<file path="config.mk">
export PLATFORM = sky130hd
export DESIGN_NAME = vpe_top
export DESIGN_NICKNAME = d
export VERILOG_FILES = /design/src/hw/vpe_pkg.sv /design/src/hw/vpe_elem_if.sv /design/src/hw/vpe_elem.sv /design/src/hw/vpe_top.sv
export VERILOG_INCLUDE_DIRS = /design/src /design/src/hw
export SDC_FILE = /design/constraint.sdc
export NUM_CORES = 2
export LEC_CHECK = 0
export BUFFER_PORTS_ARGS = -buffer_cell sky130_fd_sc_hd__buf_4
export CORE_ASPECT_RATIO = 1.5
export CORE_MARGIN = 3
export CORE_UTILIZATION = 45
export DETAILED_ROUTE_END_ITERATION = 8
export PLACE_DENSITY = 0.69
export SETUP_SLACK_MARGIN = 0.4
export SLEW_MARGIN = 20
export SYNTH_ARGS = -nofsm -noshare
export SYNTH_HDL_FRONTEND = slang
export SYNTH_HIERARCHICAL = 1
export SYNTH_SLANG_ARGS = --single-unit
export TNS_END_PERCENT = 5
</file>
<file path="constraint.sdc">
create_clock -name aclk -period 8.4 [get_ports aclk]
set_input_delay 0.42 -clock aclk [delete_from_list [all_inputs] [get_ports aclk]]
set_output_delay 0.42 -clock aclk [all_outputs]
set_load 0.01 [all_outputs]
</file>
<file path="src/hw/vpe_cfg.svh">
`ifndef VPE_CFG_SVH
`define VPE_CFG_SVH

// ************************************************************
// clock and time base
// ************************************************************
`define VPE_CLK_PERIOD_NS  8
`define VPE_TICK_NS        100000000
`define VPE_TICK_CYCLES    (`VPE_TICK_NS / `VPE_CLK_PERIOD_NS)

// ************************************************************
// register byte offsets
// ************************************************************
`define VPE_OFS_CTRL       8'h00
`define VPE_OFS_STATUS     8'h04
`define VPE_OFS_NSV_BASE   8'h10
`define VPE_OFS_UV1_BASE   8'h20
`define VPE_OFS_UV2_BASE   8'h30
`define VPE_SUB_CFG        2'h0
`define VPE_SUB_LVL        2'h1
`define VPE_SUB_DLY        2'h2

// ************************************************************
// field positions
// ************************************************************
`define VPE_CTRL_LRST_BIT  0
`define VPE_CFG_FUNC_LSB   0
`define VPE_CFG_RLY_LSB    4
`define VPE_CFG_CURVE_BIT  12
`define VPE_CFG_PH_LSB     16
`define VPE_LVL_PU_LSB     0
`define VPE_LVL_MIN_LSB    8
`define VPE_DLY_LSB        0
`define VPE_ST_OP_LSB      0
`define VPE_ST_LATCH_LSB   3
`define VPE_ST_TRIP_BIT    8
`define VPE_ST_ALARM_BIT   9
`define VPE_ST_RLY_LSB     10
`define VPE_ST_XFER_BIT    15

// ************************************************************
// ranges and reset values
// ************************************************************
`define VPE_LVL_MAX        8'h7d
`define VPE_DLY_MAX        16'hea60
`define VPE_NSV_PU_RST     8'h0a
`define VPE_UV_PU_RST      8'h4b
`define VPE_UV_MIN_RST     8'h1e
`define VPE_DLY_RST        16'h0014
`define VPE_RLY_RST        5'h00

`endif

</file>
<file path="src/hw/vpe_pkg.sv">
package vpe_pkg;

  typedef enum logic [2:0] {
    VPE_FN_DIS   = 3'h0,
    VPE_FN_TRIP  = 3'h1,
    VPE_FN_ALARM = 3'h2,
    VPE_FN_LATCH = 3'h3,
    VPE_FN_CTRL  = 3'h4
  } vpe_func_e;

  typedef enum logic [1:0] {
    VPE_PH_ANY1 = 2'h0,
    VPE_PH_ANY2 = 2'h1,
    VPE_PH_ALL3 = 2'h2
  } vpe_phases_e;

  typedef enum logic {
    VPE_CV_DEF = 1'b0,
    VPE_CV_INV = 1'b1
  } vpe_curve_e;

  typedef logic [7:0]  vpe_level_t;
  typedef logic [15:0] vpe_delay_t;

endpackage

</file>
<file path="src/hw/vpe_elem_if.sv">
`timescale 1ns/1ps
interface vpe_elem_if;
  import vpe_pkg::*;
  vpe_func_e   func;
  vpe_curve_e  curve;
  vpe_phases_e phases;
  vpe_level_t  pickup;
  vpe_level_t  minop;
  vpe_delay_t  delay;
  vpe_level_t  v [3];
  logic        operate;

  modport cfg  (output func, curve, phases, pickup, minop, delay, v, input operate);
  modport elem (input func, curve, phases, pickup, minop, delay, v, output operate);
endinterface

</file>
<file path="src/hw/vpe_elem.sv">
`timescale 1ns/1ps
module vpe_elem #(
  parameter bit OVER = 1'b0
) (
  input wire logic aclk,
  input wire logic aresetn,
  input wire logic tick,
  vpe_elem_if.elem e
);
  import vpe_pkg::*;

  logic [2:0]  hit;
  logic [1:0]  n_hit;
  logic        cond;
  vpe_level_t  vmin;
  logic [23:0] thr;
  logic [23:0] inc;
  logic [23:0] acc_q;
  logic        op_q;

  // ************************************************************
  // per phase level compare
  // ************************************************************
  for (genvar i = 0; i < 3; i++) begin : g_ph
    // under mode: a phase counts only inside [minop, pickup); the inverse rate still uses the lowest of all three phases
    assign hit[i] = OVER ? (e.v[i] > e.pickup)
                         : ((e.v[i] < e.pickup) && (e.v[i] >= e.minop));
  end

  assign n_hit = 2'(hit[0]) + 2'(hit[1]) + 2'(hit[2]);
  assign vmin  = (e.v[0] < e.v[1]) ? ((e.v[0] < e.v[2]) ? e.v[0] : e.v[2])
                                   : ((e.v[1] < e.v[2]) ? e.v[1] : e.v[2]);

  always_comb begin
    unique case (e.phases)
      VPE_PH_ANY1: cond = (n_hit >= 2'd1);
      VPE_PH_ANY2: cond = (n_hit >= 2'd2);
      default:     cond = (n_hit == 2'd3);
    endcase
    if (e.func == VPE_FN_DIS) begin
      cond = 1'b0;
    end
  end

  // ************************************************************
  // timing: definite counts ticks up to delay; inverse sums (pu - vmin) per tick up to delay * pu
  // ************************************************************
  // integrating keeps the curve right while the voltage moves
  assign thr = (e.curve == VPE_CV_INV) ? 24'(e.delay * e.pickup) : 24'(e.delay);
  assign inc = (e.curve == VPE_CV_INV) ? 24'(e.pickup - vmin) : 24'h000001;

  always_ff @(posedge aclk) begin
    if (!aresetn) begin
      acc_q <= 24'h000000;
    end else if (!cond) begin
      acc_q <= 24'h000000;
    end else if (tick && (acc_q < thr)) begin
      acc_q <= acc_q + inc;
    end
  end

  always_ff @(posedge aclk) begin
    if (!aresetn) begin
      op_q <= 1'b0;
    end else begin
      op_q <= cond && (acc_q >= thr);
    end
  end

  assign e.operate = op_q;

endmodule

</file>
<file path="src/hw/vpe_top.sv">
// Functional notes
// - neg-seq voltage operates after pickup exceeded delay
// - five functions; disabled never outputs
// - relay mask energizes aux relays three-seven
// - neg-seq pickup 0 to 1.25, 0.01 steps
// - neg-seq delay 0 to 6000 s, 0.1 s
// - undervoltage operates below pickup after delay
// - control use energizes relay while under
// - internal inhibits independent of undervoltage outputs
// - two identical independent bus undervoltage elements
// - curve selects definite or inverse; definite exact
// - inverse: delay over one minus ratio
// - undervoltage pickup 0 to 1.25, 0.01 steps
// - undervoltage delay 0 to 6000 s, 0.1 s
// - phases required: any one, two, all
// - minimum operating voltage inhibits below it
// - zero minimum lets dead bus operate
// - undervoltage operation issues a transfer signal
// - timer clears above pickup or below minimum
//
// The register addresses and the AXI4-Lite interface to the registers were chosen for this implementation.
`timescale 1ns/1ps
`include "vpe_cfg.svh"
module vpe_top #(
  parameter int TICK_CYCLES = `VPE_TICK_CYCLES,
  parameter int ADDR_W      = 8
) (
  input  wire logic                 aclk,
  input  wire logic                 aresetn,
  input  wire logic [ADDR_W-1:0]    s_axi_awaddr,
  input  wire logic                 s_axi_awvalid,
  output logic                      s_axi_awready,
  input  wire logic [31:0]          s_axi_wdata,
  input  wire logic [3:0]           s_axi_wstrb,
  input  wire logic                 s_axi_wvalid,
  output logic                      s_axi_wready,
  output logic [1:0]                s_axi_bresp,
  output logic                      s_axi_bvalid,
  input  wire logic                 s_axi_bready,
  input  wire logic [ADDR_W-1:0]    s_axi_araddr,
  input  wire logic                 s_axi_arvalid,
  output logic                      s_axi_arready,
  output logic [31:0]               s_axi_rdata,
  output logic [1:0]                s_axi_rresp,
  output logic                      s_axi_rvalid,
  input  wire logic                 s_axi_rready,
  input  wire vpe_pkg::vpe_level_t  neg_seq_v,
  input  wire vpe_pkg::vpe_level_t  bus_va,
  input  wire vpe_pkg::vpe_level_t  bus_vb,
  input  wire vpe_pkg::vpe_level_t  bus_vc,
  output logic                      trip,
  output logic                      alarm,
  output logic [4:0]                aux_relay,
  output logic                      transfer
);
  import vpe_pkg::*;

  localparam int TW = $clog2(TICK_CYCLES + 1);

  // ************************************************************
  // setting stores, index 0 neg-seq, 1 and 2 bus undervoltage
  // ************************************************************
  vpe_func_e    func_q   [3];
  logic [4:0]   rly_q    [3];
  vpe_curve_e   curve_q  [3];
  vpe_phases_e  ph_q     [3];
  vpe_level_t   pu_q     [3];
  vpe_level_t   min_q    [3];
  vpe_delay_t   dly_q    [3];
  logic [2:0]   latch_q;
  logic [2:0]   op;
  logic         tick_q;
  logic [TW-1:0] tcnt_q;

  logic              aw_have_q;
  logic              w_have_q;
  logic [ADDR_W-1:0] awaddr_q;
  logic [31:0]       wdata_q;
  logic [3:0]        wstrb_q;
  logic              do_wr;
  logic [31:0]       wmask;
  logic [31:0]       wr_old;
  logic [31:0]       wr_new;
  logic              wr_ok;
  logic              lrst;
  logic [31:0]       rd_word;
  logic              rd_ok;
  logic [31:0]       status;

  logic        trip_d;
  logic        alarm_d;
  logic [4:0]  rly_d;
  logic        xfer_d;

  // ************************************************************
  // 0.1 s time base
  // ************************************************************
  always_ff @(posedge aclk) begin
    if (!aresetn) begin
      tcnt_q <= '0;
      tick_q <= 1'b0;
    end else if (tcnt_q == TW'(TICK_CYCLES - 1)) begin
      tcnt_q <= '0;
      tick_q <= 1'b1;
    end else begin
      tcnt_q <= tcnt_q + 1'b1;
      tick_q <= 1'b0;
    end
  end

  // ************************************************************
  // register read and write decode
  // ************************************************************
  function automatic logic [31:0] cfg_word(input int k, input logic [1:0] sub);
    logic [31:0] w;
    w = 32'h0000_0000;
    unique case (sub)
      `VPE_SUB_CFG: begin
        w[`VPE_CFG_FUNC_LSB +: 3] = func_q[k];
        w[`VPE_CFG_RLY_LSB +: 5]  = rly_q[k];
        w[`VPE_CFG_CURVE_BIT]     = curve_q[k];
        w[`VPE_CFG_PH_LSB +: 2]   = ph_q[k];
      end
      `VPE_SUB_LVL: begin
        w[`VPE_LVL_PU_LSB +: 8]  = pu_q[k];
        w[`VPE_LVL_MIN_LSB +: 8] = min_q[k];
      end
      default: w[`VPE_DLY_LSB +: 16] = dly_q[k];
    endcase
    return w;
  endfunction

  function automatic logic [31:0] reg_read(input logic [ADDR_W-1:0] a, input logic [31:0] st,
                                           output logic ok);
    logic [7:0] o;
    o  = 8'(a);
    ok = (a[1:0] == 2'b00) && (a[ADDR_W-1:0] == ADDR_W'(o));
    reg_read = 32'h0000_0000;
    if (o == `VPE_OFS_STATUS) begin
      reg_read = st;
    end else if (o == `VPE_OFS_CTRL) begin
      reg_read = 32'h0000_0000;
    end else if ((o[7:4] >= 4'h1) && (o[7:4] <= 4'h3) && (o[3:2] != 2'h3)) begin
      reg_read = cfg_word(int'(o[7:4]) - 1, o[3:2]);
    end else begin
      ok = 1'b0;
    end
  endfunction

  always_comb begin
    status = 32'h0000_0000;
    status[`VPE_ST_OP_LSB +: 3]    = op;
    status[`VPE_ST_LATCH_LSB +: 3] = latch_q;
    status[`VPE_ST_TRIP_BIT]       = trip;
    status[`VPE_ST_ALARM_BIT]      = alarm;
    status[`VPE_ST_RLY_LSB +: 5]   = aux_relay;
    status[`VPE_ST_XFER_BIT]       = transfer;
  end

  for (genvar b = 0; b < 4; b++) begin : g_strb
    assign wmask[8*b +: 8] = {8{wstrb_q[b]}};
  end

  assign do_wr  = aw_have_q && w_have_q && !s_axi_bvalid;

  // a function with an output argument must be called from a procedure
  always_comb begin
    wr_ok   = 1'b0;
    rd_ok   = 1'b0;
    wr_old  = reg_read(awaddr_q, status, wr_ok);
    rd_word = reg_read(s_axi_araddr, status, rd_ok);
  end

  assign wr_new = (wr_old & ~wmask) | (wdata_q & wmask);
  assign lrst   = do_wr && wr_ok && (8'(awaddr_q) == `VPE_OFS_CTRL) && wr_new[`VPE_CTRL_LRST_BIT];

  // ************************************************************
  // axi4-lite write channel
  // ************************************************************
  always_ff @(posedge aclk) begin
    if (!aresetn) begin
      aw_have_q     <= 1'b0;
      w_have_q      <= 1'b0;
      awaddr_q      <= '0;
      wdata_q       <= 32'h0000_0000;
      wstrb_q       <= 4'h0;
      s_axi_awready <= 1'b0;
      s_axi_wready  <= 1'b0;
      s_axi_bvalid  <= 1'b0;
      s_axi_bresp   <= 2'h0;
    end else begin
      s_axi_awready <= !aw_have_q && !(s_axi_awvalid && s_axi_awready) && !do_wr;
      s_axi_wready  <= !w_have_q && !(s_axi_wvalid && s_axi_wready) && !do_wr;
      if (s_axi_awvalid && s_axi_awready) begin
        aw_have_q <= 1'b1;
        awaddr_q  <= s_axi_awaddr;
      end
      if (s_axi_wvalid && s_axi_wready) begin
        w_have_q <= 1'b1;
        wdata_q  <= s_axi_wdata;
        wstrb_q  <= s_axi_wstrb;
      end
      if (do_wr) begin
        aw_have_q    <= 1'b0;
        w_have_q     <= 1'b0;
        s_axi_bvalid <= 1'b1;
        s_axi_bresp  <= wr_ok ? 2'h0 : 2'h2;
      end else if (s_axi_bready) begin
        s_axi_bvalid <= 1'b0;
      end
    end
  end

  // ************************************************************
  // setting stores; out-of-range levels, delays and phases clamp to the top of range, functions to disabled
  // ************************************************************
  for (genvar k = 0; k < 3; k++) begin : g_set
    logic hit_k;
    assign hit_k = do_wr && wr_ok && (8'(awaddr_q[7:4]) == 8'(k + 1));
    always_ff @(posedge aclk) begin
      if (!aresetn) begin
        func_q[k]  <= VPE_FN_DIS;
        rly_q[k]   <= `VPE_RLY_RST;
        curve_q[k] <= VPE_CV_DEF;
        ph_q[k]    <= (k == 0) ? VPE_PH_ANY1 : VPE_PH_ALL3;
        pu_q[k]    <= (k == 0) ? `VPE_NSV_PU_RST : `VPE_UV_PU_RST;
        min_q[k]   <= (k == 0) ? 8'h00 : `VPE_UV_MIN_RST;
        dly_q[k]   <= `VPE_DLY_RST;
      end else if (hit_k) begin
        unique case (awaddr_q[3:2])
          `VPE_SUB_CFG: begin
            func_q[k] <= (wr_new[`VPE_CFG_FUNC_LSB +: 3] > 3'(VPE_FN_CTRL))
                         ? VPE_FN_DIS : vpe_func_e'(wr_new[`VPE_CFG_FUNC_LSB +: 3]);
            rly_q[k]  <= wr_new[`VPE_CFG_RLY_LSB +: 5];
            if (k != 0) begin
              curve_q[k] <= vpe_curve_e'(wr_new[`VPE_CFG_CURVE_BIT]);
              ph_q[k]    <= (wr_new[`VPE_CFG_PH_LSB +: 2] > 2'(VPE_PH_ALL3))
                            ? VPE_PH_ALL3 : vpe_phases_e'(wr_new[`VPE_CFG_PH_LSB +: 2]);
            end
          end
          `VPE_SUB_LVL: begin
            pu_q[k] <= (wr_new[`VPE_LVL_PU_LSB +: 8] > `VPE_LVL_MAX)
                       ? `VPE_LVL_MAX : wr_new[`VPE_LVL_PU_LSB +: 8];
            if (k != 0) begin
              min_q[k] <= (wr_new[`VPE_LVL_MIN_LSB +: 8] > `VPE_LVL_MAX)
                          ? `VPE_LVL_MAX : wr_new[`VPE_LVL_MIN_LSB +: 8];
            end
          end
          `VPE_SUB_DLY: begin
            dly_q[k] <= (wr_new[`VPE_DLY_LSB +: 16] > `VPE_DLY_MAX)
                        ? `VPE_DLY_MAX : wr_new[`VPE_DLY_LSB +: 16];
          end
          default: ;
        endcase
      end
    end
  end

  // ************************************************************
  // axi4-lite read channel
  // ************************************************************
  always_ff @(posedge aclk) begin
    if (!aresetn) begin
      s_axi_arready <= 1'b0;
      s_axi_rvalid  <= 1'b0;
      s_axi_rdata   <= 32'h0000_0000;
      s_axi_rresp   <= 2'h0;
    end else begin
      s_axi_arready <= !s_axi_rvalid && !(s_axi_arvalid && s_axi_arready);
      if (s_axi_arvalid && s_axi_arready) begin
        s_axi_rvalid <= 1'b1;
        s_axi_rdata  <= rd_ok ? rd_word : 32'h0000_0000;
        s_axi_rresp  <= rd_ok ? 2'h0 : 2'h2;
      end else if (s_axi_rready) begin
        s_axi_rvalid <= 1'b0;
      end
    end
  end

  // ************************************************************
  // protection elements
  // ************************************************************
  vpe_elem_if ei [3] ();

  for (genvar k = 0; k < 3; k++) begin : g_el
    assign ei[k].func   = func_q[k];
    assign ei[k].curve  = curve_q[k];
    assign ei[k].phases = ph_q[k];
    assign ei[k].pickup = pu_q[k];
    assign ei[k].minop  = min_q[k];
    assign ei[k].delay  = dly_q[k];
    assign ei[k].v[0]   = (k == 0) ? neg_seq_v : bus_va;
    assign ei[k].v[1]   = (k == 0) ? neg_seq_v : bus_vb;
    assign ei[k].v[2]   = (k == 0) ? neg_seq_v : bus_vc;
    assign op[k]        = ei[k].operate;

    // two bus instances share inputs, never settings
    vpe_elem #(
      .OVER (k == 0)
    ) u_elem (
      .aclk    (aclk),
      .aresetn (aresetn),
      .tick    (tick_q),
      .e       (ei[k])
    );

    always_ff @(posedge aclk) begin
      if (!aresetn) begin
        latch_q[k] <= 1'b0;
      end else if (op[k] && func_q[k] == VPE_FN_LATCH) begin
        latch_q[k] <= 1'b1;
      end else if (lrst || func_q[k] != VPE_FN_LATCH) begin
        latch_q[k] <= 1'b0;
      end
    end
  end

  // ************************************************************
  // output combining
  // ************************************************************
  // element outputs fan out only to relays, trip/alarm, transfer and status, so
  // no internal inhibit can be derived from them
  always_comb begin
    trip_d  = 1'b0;
    alarm_d = 1'b0;
    rly_d   = 5'h00;
    xfer_d  = 1'b0;
    for (int k = 0; k < 3; k++) begin
      if (op[k] && func_q[k] == VPE_FN_TRIP) begin
        trip_d = 1'b1;
      end
      if ((op[k] && func_q[k] == VPE_FN_ALARM) || latch_q[k]) begin
        alarm_d = 1'b1;
      end
      if ((op[k] && func_q[k] != VPE_FN_DIS) || latch_q[k]) begin
        rly_d = rly_d | rly_q[k];
      end
      if (k != 0 && op[k] && func_q[k] != VPE_FN_DIS) begin
        xfer_d = 1'b1;
      end
    end
  end

  always_ff @(posedge aclk) begin
    if (!aresetn) begin
      trip      <= 1'b0;
      alarm     <= 1'b0;
      aux_relay <= 5'h00;
      transfer  <= 1'b0;
    end else begin
      trip      <= trip_d;
      alarm     <= alarm_d;
      aux_relay <= rly_d;
      transfer  <= xfer_d;
    end
  end

endmodule

</file>
# Yosys cells after proc, flatten, opt, wreduce, memory -nomap -nowiden
# Memories as Yosys holds them, arrays and structs flattened.
# Index checks and enable logic that the tools add are counted.
dict set report word_totals {
  reg_bits 183
  ramBits 129
  in_bits 91
  out_inout_bits 49
  wordCells 350
  mem_count 7
}
dict set report classes {
  n_addsub 15
  mul 3
  magnitude_cmp 37
  n_eq_ne 29
  n_mux 120
  n_bitwise 25
  reduce_logical 86
}
# name depth word_bits rd rd_clocked_by_memory_dff write_ports line
set mem_list {}
lappend mem_list {dly_q 3 16 5 0 3 vpe_top.sv:69} ;# vpe_delay_t dly_q [3];
lappend mem_list {min_q 3 8 4 0 3 vpe_top.sv:68} ;# vpe_level_t min_q [3];
lappend mem_list {pu_q 3 8 5 0 3 vpe_top.sv:67} ;# vpe_level_t pu_q [3];
lappend mem_list {rly_q 3 5 5 0 3 vpe_top.sv:64} ;# logic [4:0] rly_q [3];
lappend mem_list {func_q 3 3 5 0 3 vpe_top.sv:63} ;# vpe_func_e func_q [3];
lappend mem_list {ph_q 3 2 5 0 3 vpe_top.sv:66} ;# vpe_phases_e ph_q [3];
lappend mem_list {{+1 memories} - - - - - -}
# cell count
set ops {}
lappend ops {{two-way mux 24 bit} 6}
lappend ops {{two-way mux 18 bit} 6}
lappend ops {{two-way mux 8 bit} 10}
lappend ops {{adder 24 bit} 3}
lappend ops {{>= comparator 24 bit} 3}
lappend ops {{< comparator 24 bit} 3}
lappend ops {{< comparator 8 bit} 9}
lappend ops {{multiplier 16 x 8 -> 24 bit} 3}
lappend ops {{two-way mux 16 bit} 4}
lappend ops {{two-way mux 1 bit} 61}
lappend ops {{>= comparator 8 bit} 6}
lappend ops {{logical AND 1 bit} 44}
lappend ops {{bitwise AND 18 bit} 2}
lappend ops {{case mux 3 bit (2 select lines)} 6}
lappend ops {{two-way mux 32 bit} 1}
lappend ops {{two-way mux 5 bit} 6}
lappend ops {{subtractor 8 x 8 -> 9 bit} 3}
lappend ops {{adder 24 x 1 -> 24 bit (second input constant)} 1}
lappend ops {{== test 24 bit (second input constant)} 1}
lappend ops {{case mux 5 bit (2 select lines)} 2}
lappend ops {{== test 3 x 2 -> 1 bit (second input constant)} 6}
lappend ops {{NOT 18 bit} 1}
lappend ops {{bitwise OR 1 bit} 18}
lappend ops {{bitwise OR 18 bit} 1}
lappend ops {{34 further kinds} 109}

# Depth between registers and ports, before layout
dict set report logic_depth {
  depth_word 12
  mapped_depth 31
}

# By module
# The synthesis kept the hierarchy.
# module n_inst cells_per_inst area_each_um2
set modules_own_cells {}
lappend modules_own_cells {vpe_top 1 1108 10782.8}
lappend modules_own_cells {{vpe_elem (g_el[2].u_elem)} 1 1050 8799.7}
lappend modules_own_cells {{vpe_elem (g_el[1].u_elem)} 1 1040 8638.3}
lappend modules_own_cells {{vpe_elem (g_el[0].u_elem)} 1 1075 8629.5}

# Worst setup path before layout
# Ideal clock, no wire load.
dict set report synth_timing {
  path_type {reg2reg}
  from {mem pu_q[1][7] (netlist name)}
  to {reg g_el[1].u_elem.acc_q[10]}
  setup_time_ns 0.128
  t_arrival_ns 6.951
  required_ns 8.272
  slack_ns 1.322
  stages_incl_launch_ff 29
  period_less_slack_ns 7.078
  cell_sequence {edfxtp_1 clkbuf_1 nand2_1 fa_1 fa_1 inv_1 fa_1 inv_1 fa_1 inv_1 ha_1 o21ai_0 or2b_2 o311a_1 a31o_2 o41a_4 a21oi_1 o21ai_0 xor2_1 nand2_1 ha_1 and3_1 nand4_1 or3_1 o211ai_1 clkbuf_1 buf_2 mux2i_1 nor2_1}
}
# element line
set synth_lines {}
lappend synth_lines {{start, declared} vpe_top.sv:67}
lappend synth_lines {{end signal, assigned} vpe_elem.sv:58} ;# acc_q <= acc_q + inc;
lappend synth_lines {{end, declared} vpe_elem.sv:18} ;# logic [23:0] acc_q;

==> results.py <==
metrics = {
    "timing": {
        "fin_crit_sh_pct": 89.6,
        "clock_skew_ns": 0.0306,
        "max_freq_ghz": 0.133,
        "relSlewSlack_pct": 17.3,
        "rsz0062_at_grt": "no",
        "finalHoldViolations": 0,
        "setup_viol": 0,
        "fin_tns_setup_ns": 0,
        "fin_crit_ns": 7.52,
        "fin_ws_ns": 0.875,
        "worst_pin_slew_ns": 1.23,
        "slew_violations": 0,
    },
    "die": {
        "fp.dieW_um": 240,
        "die_h_um": 356,
        "core_um2": 80600,
        "initial_utilization_pct": 45.7,
        "die_area_um2": 85400,
        "row_count": 127,
        "pin_count": 140,
    },
    "detailed_routing": {
        "wl_per_cell_um": 20.4,
        "postRouteAntennaNets": 0,
        "totalWireLength_um": 110000,
        "drc": 0,
        "dr.pass1.iters": 8,
        "drt_iter0_markers": 2061,
        "vias": 31721,
        "avgViaCountPerCell": 5.87,
    },
    "clock_network": {
        "numCtsBuffers": 34,
        "cts_tree": "built",
        "ctsHoldBuffers": 0,
        "cts_root_buffer": "clkbuf_16",
        "cts_max_path_buffers": 3,
        "htree_levels": 2,
        "cts_sinks": 286,
        "cts_resized": 0,
        "clk_pin_slew_ns": 0.06,
        "postCtsSetupBuffers": 0,
        "insertion_delay_ns": 0.59,
    },
    "synth": {
        "yosys.area_share.adder_pct": 30.5,
        "synth_edf_count": 117,
        "synth_seq_cells": 286,
        "synthDistinctLibCells": 120,
        "synth-simple-area-share_pct": 19.1,
        "synth_top_family_by_area": "adder cells",
        "synthMuxAreaShare_pct": 3.62,
        "synth_xor_area_share_pct": 3.26,
        "syn_area_um2": 36900,
        "yosys_warnings": 6,
        "synth_compound_area_share_pct": 18.1,
        "avgSynthCellArea_um2": 8.62,
        "async_flop_share_pct": 0,
        "synthFlopType": "dfxtp_1",
        "ys_seq_area_share_pct": 18.7,
        "synthCells": 4273,
    },
    "global_routing": {
        "grt_max_degree": 55,
        "antenna_found_initial": 2,
        "grtUsageTotal_pct": 25.7,
        "grt_pass1_wl_um": 174000,
        "grt_overflow": 0,
        "grt_pass1_vias": 32052,
    },
    "final_layout": {
        "fin_cells": 5401,
        "final_util_pct": 49.7,
        "drive_gt1_share_pct": 7.28,
        "antenna_cells": 0,
        "area_growth_pct": 8.57,
        "nets": 5177,
        "final_common_cell": "ha_1",
        "n_fill_cell": 7655,
        "layout_common_cells": "ha_1, inv_1, nand2_1",
    },
    "worst_setup_path": {
        "worstSetupEndpoint": "g_el[2].u_elem/acc_q[22]$_SDFFE_PN0P_",
        "path_depth": 26,
        "worst-endpoint-arrival_ns": 7.98,
        "reg2reg_to": "g_el[2].u_elem/acc_q[22]$_SDFFE_PN0P_",
        "crit_fanout": 20,
        "crit_path_start_kind": "flop",
        "cpMaxStageDelayCell": "edfxtp_1",
        "r2r-start": "pu_q[2][4]$_SDFFCE_PN0P_",
        "path_class": "flop to flop",
        "r2r_setup_slack_ns": 0.88,
        "crit_start": "pu_q[2][4]$_SDFFCE_PN0P_",
        "cp_top_family": "adder cells",
        "crit_top_cell": "fa_1",
        "r2r_cells": 26,
        "crit_required_ns": 8.85,
        "timing.critical_path.buf_inv": 3,
        "setup.worst_path.end_class": "flop",
        "critPathMaxStageDelay_ns": 0.77,
    },
    "min_path": {
        "hold_class": "primary input to flop",
    },
    "place": {
        "gp_congestion": 1.01,
        "dpl.hpwl_um": 84700,
        "dp.cells": 5339,
        "io_buffers": 108,
        "dp_worst_setup_slack_ns": 0.908,
    },
    "job": {
        "max-cap-violations": 0,
    },
    "power": {
        "leakage_nw": 18.4,
        "power.density_nw_per_um2": 141,
        "ir_drop_mv": 0.136,
        "total_power_mw": 5.65,
    },
    "outcome": {
        "status": "complete, no violations",
    },
}
-- where the power goes --
group / total (mW) / leakage [nW] / switching, mW / internal (mW)
registers: 1.54 / 2.48 / 0.0699 / 1.47
clock network: 1.55 / 0.563 / 0.679 / 0.869
logic: 2.56 / 15.4 / 1.47 / 1.09
-- synth_stat cells, types with 21 or more instances --
cell type  instances  share of area, %
a22oi_1           22              0.45
and2_1           323               5.5
inv_1            448               4.6
a31oi_1           32              0.54
fa_1             261                14
a211oi_1          49               1.0
nor2b_1           46              0.78
nor2_1           326               3.3
ha_1             482                16
nor3_1            49              0.67
nand3_1           75               1.0
edfxtp_1         117               9.5
nand2b_1          59               1.0
o21ai_1           22              0.30
a21oi_1          279               3.8
xor2_1            52               1.2
dfxtp_1          169               9.2
clkbuf_1         106               1.1
a221oi_1          22              0.52
o21a_1            25              0.51
and3_1            27              0.46
o21bai_1          21              0.43
nand4_1           35              0.59
o211ai_1          30              0.61
mux2i_1           99               2.7
o21ai_0          143               1.9
buf_2             25              0.34
a21o_1           154               3.1
nand2_1          335               3.4
xnor2_1           85               2.0
-- worst min-delay path, stage by stage --
cell     delay (ns)
buf_4          0.11
nand2_1        0.05
a21oi_1        0.05
-- worst min path at each step --
stage | from | endpoint | slack (ns) | cells past startpoint
6_report | s_axi_wdata[9] | wdata_q[9]$_SDFFE_PN0P_ | 0.08 | 3
5_1_grt | s_axi_wdata[15] | wdata_q[15]$_SDFFE_PN0P_ | 0.07 | 3
4_1_cts | s_axi_wdata[9] | wdata_q[9]$_SDFFE_PN0P_ | 0.06 | 3
3_5_place_dp | s_axi_rdata[1]$_SDFFE_PN0P_ | s_axi_rdata[1]$_SDFFE_PN0P_ | 0.45 | 2
3_3_place_gp | tcnt_q[0]$_SDFF_PP0_ | tcnt_q[0]$_SDFF_PP0_ | 0.45 | 1
2_1_floorplan | w_have_q$_SDFFE_PP0P_ | s_axi_wready$_SDFF_PN0_ | 0.43 | 1
-- stage by stage --
| stage | hold slack (ns) | area (um^2) |
|---|---|---|
| CTS | 0.0581 | 40000 |
| global placement | 0.447 | 38800 |
| global route | 0.0698 | 40000 |
| finish | 0.0799 | 40000 |
| detailed placement | 0.449 | 38800 |
| floorplan | 0.425 | 36900 |
-- cells by family after synthesis --
group,after synthesis
XOR/XNOR,137
other,1
flip-flops,286
buffers and inverters,617
multiplexers,121
AO/OA/AOI/OAI,986
adder cells (fa/ha/maj),743
AND/OR/NAND/NOR,1382
-- flip-flops by register name (all words and copies together), names as in the netlist, 9 cells and up --
signal	cells
rly_q	15
wdata_q	18
func_q	9
min_q	16
dly_q	48
tcnt_q	24
g_el.u_elem/acc_q	72
s_axi_rdata	18
pu_q	24
-- final cells by class --
type	count	area, um^2	share of cell area (%)
clock inverters	21	235	0.588
well taps	1032	1290	3.23
flip-flops and latches	286	6900	17.2
inverters	454	1700	4.26
multi-input cells	3393	27600	69.1
clock buffers	41	920	2.30
repair buffers	174	1320	3.30
-- routing by layer --
layer / vias to the layer above / share of wire, % / global-route usage (%)
li1: 15004 / - / -
met1: 15334 / 37 / 28.0
met2: 1015 / 50 / 46.4
met3: 364 / 5.5 / 3.81
met4: 4 / 7.3 / 16.4
met5: - / 0.022 / 0
(Power assumes the default switching activity.)
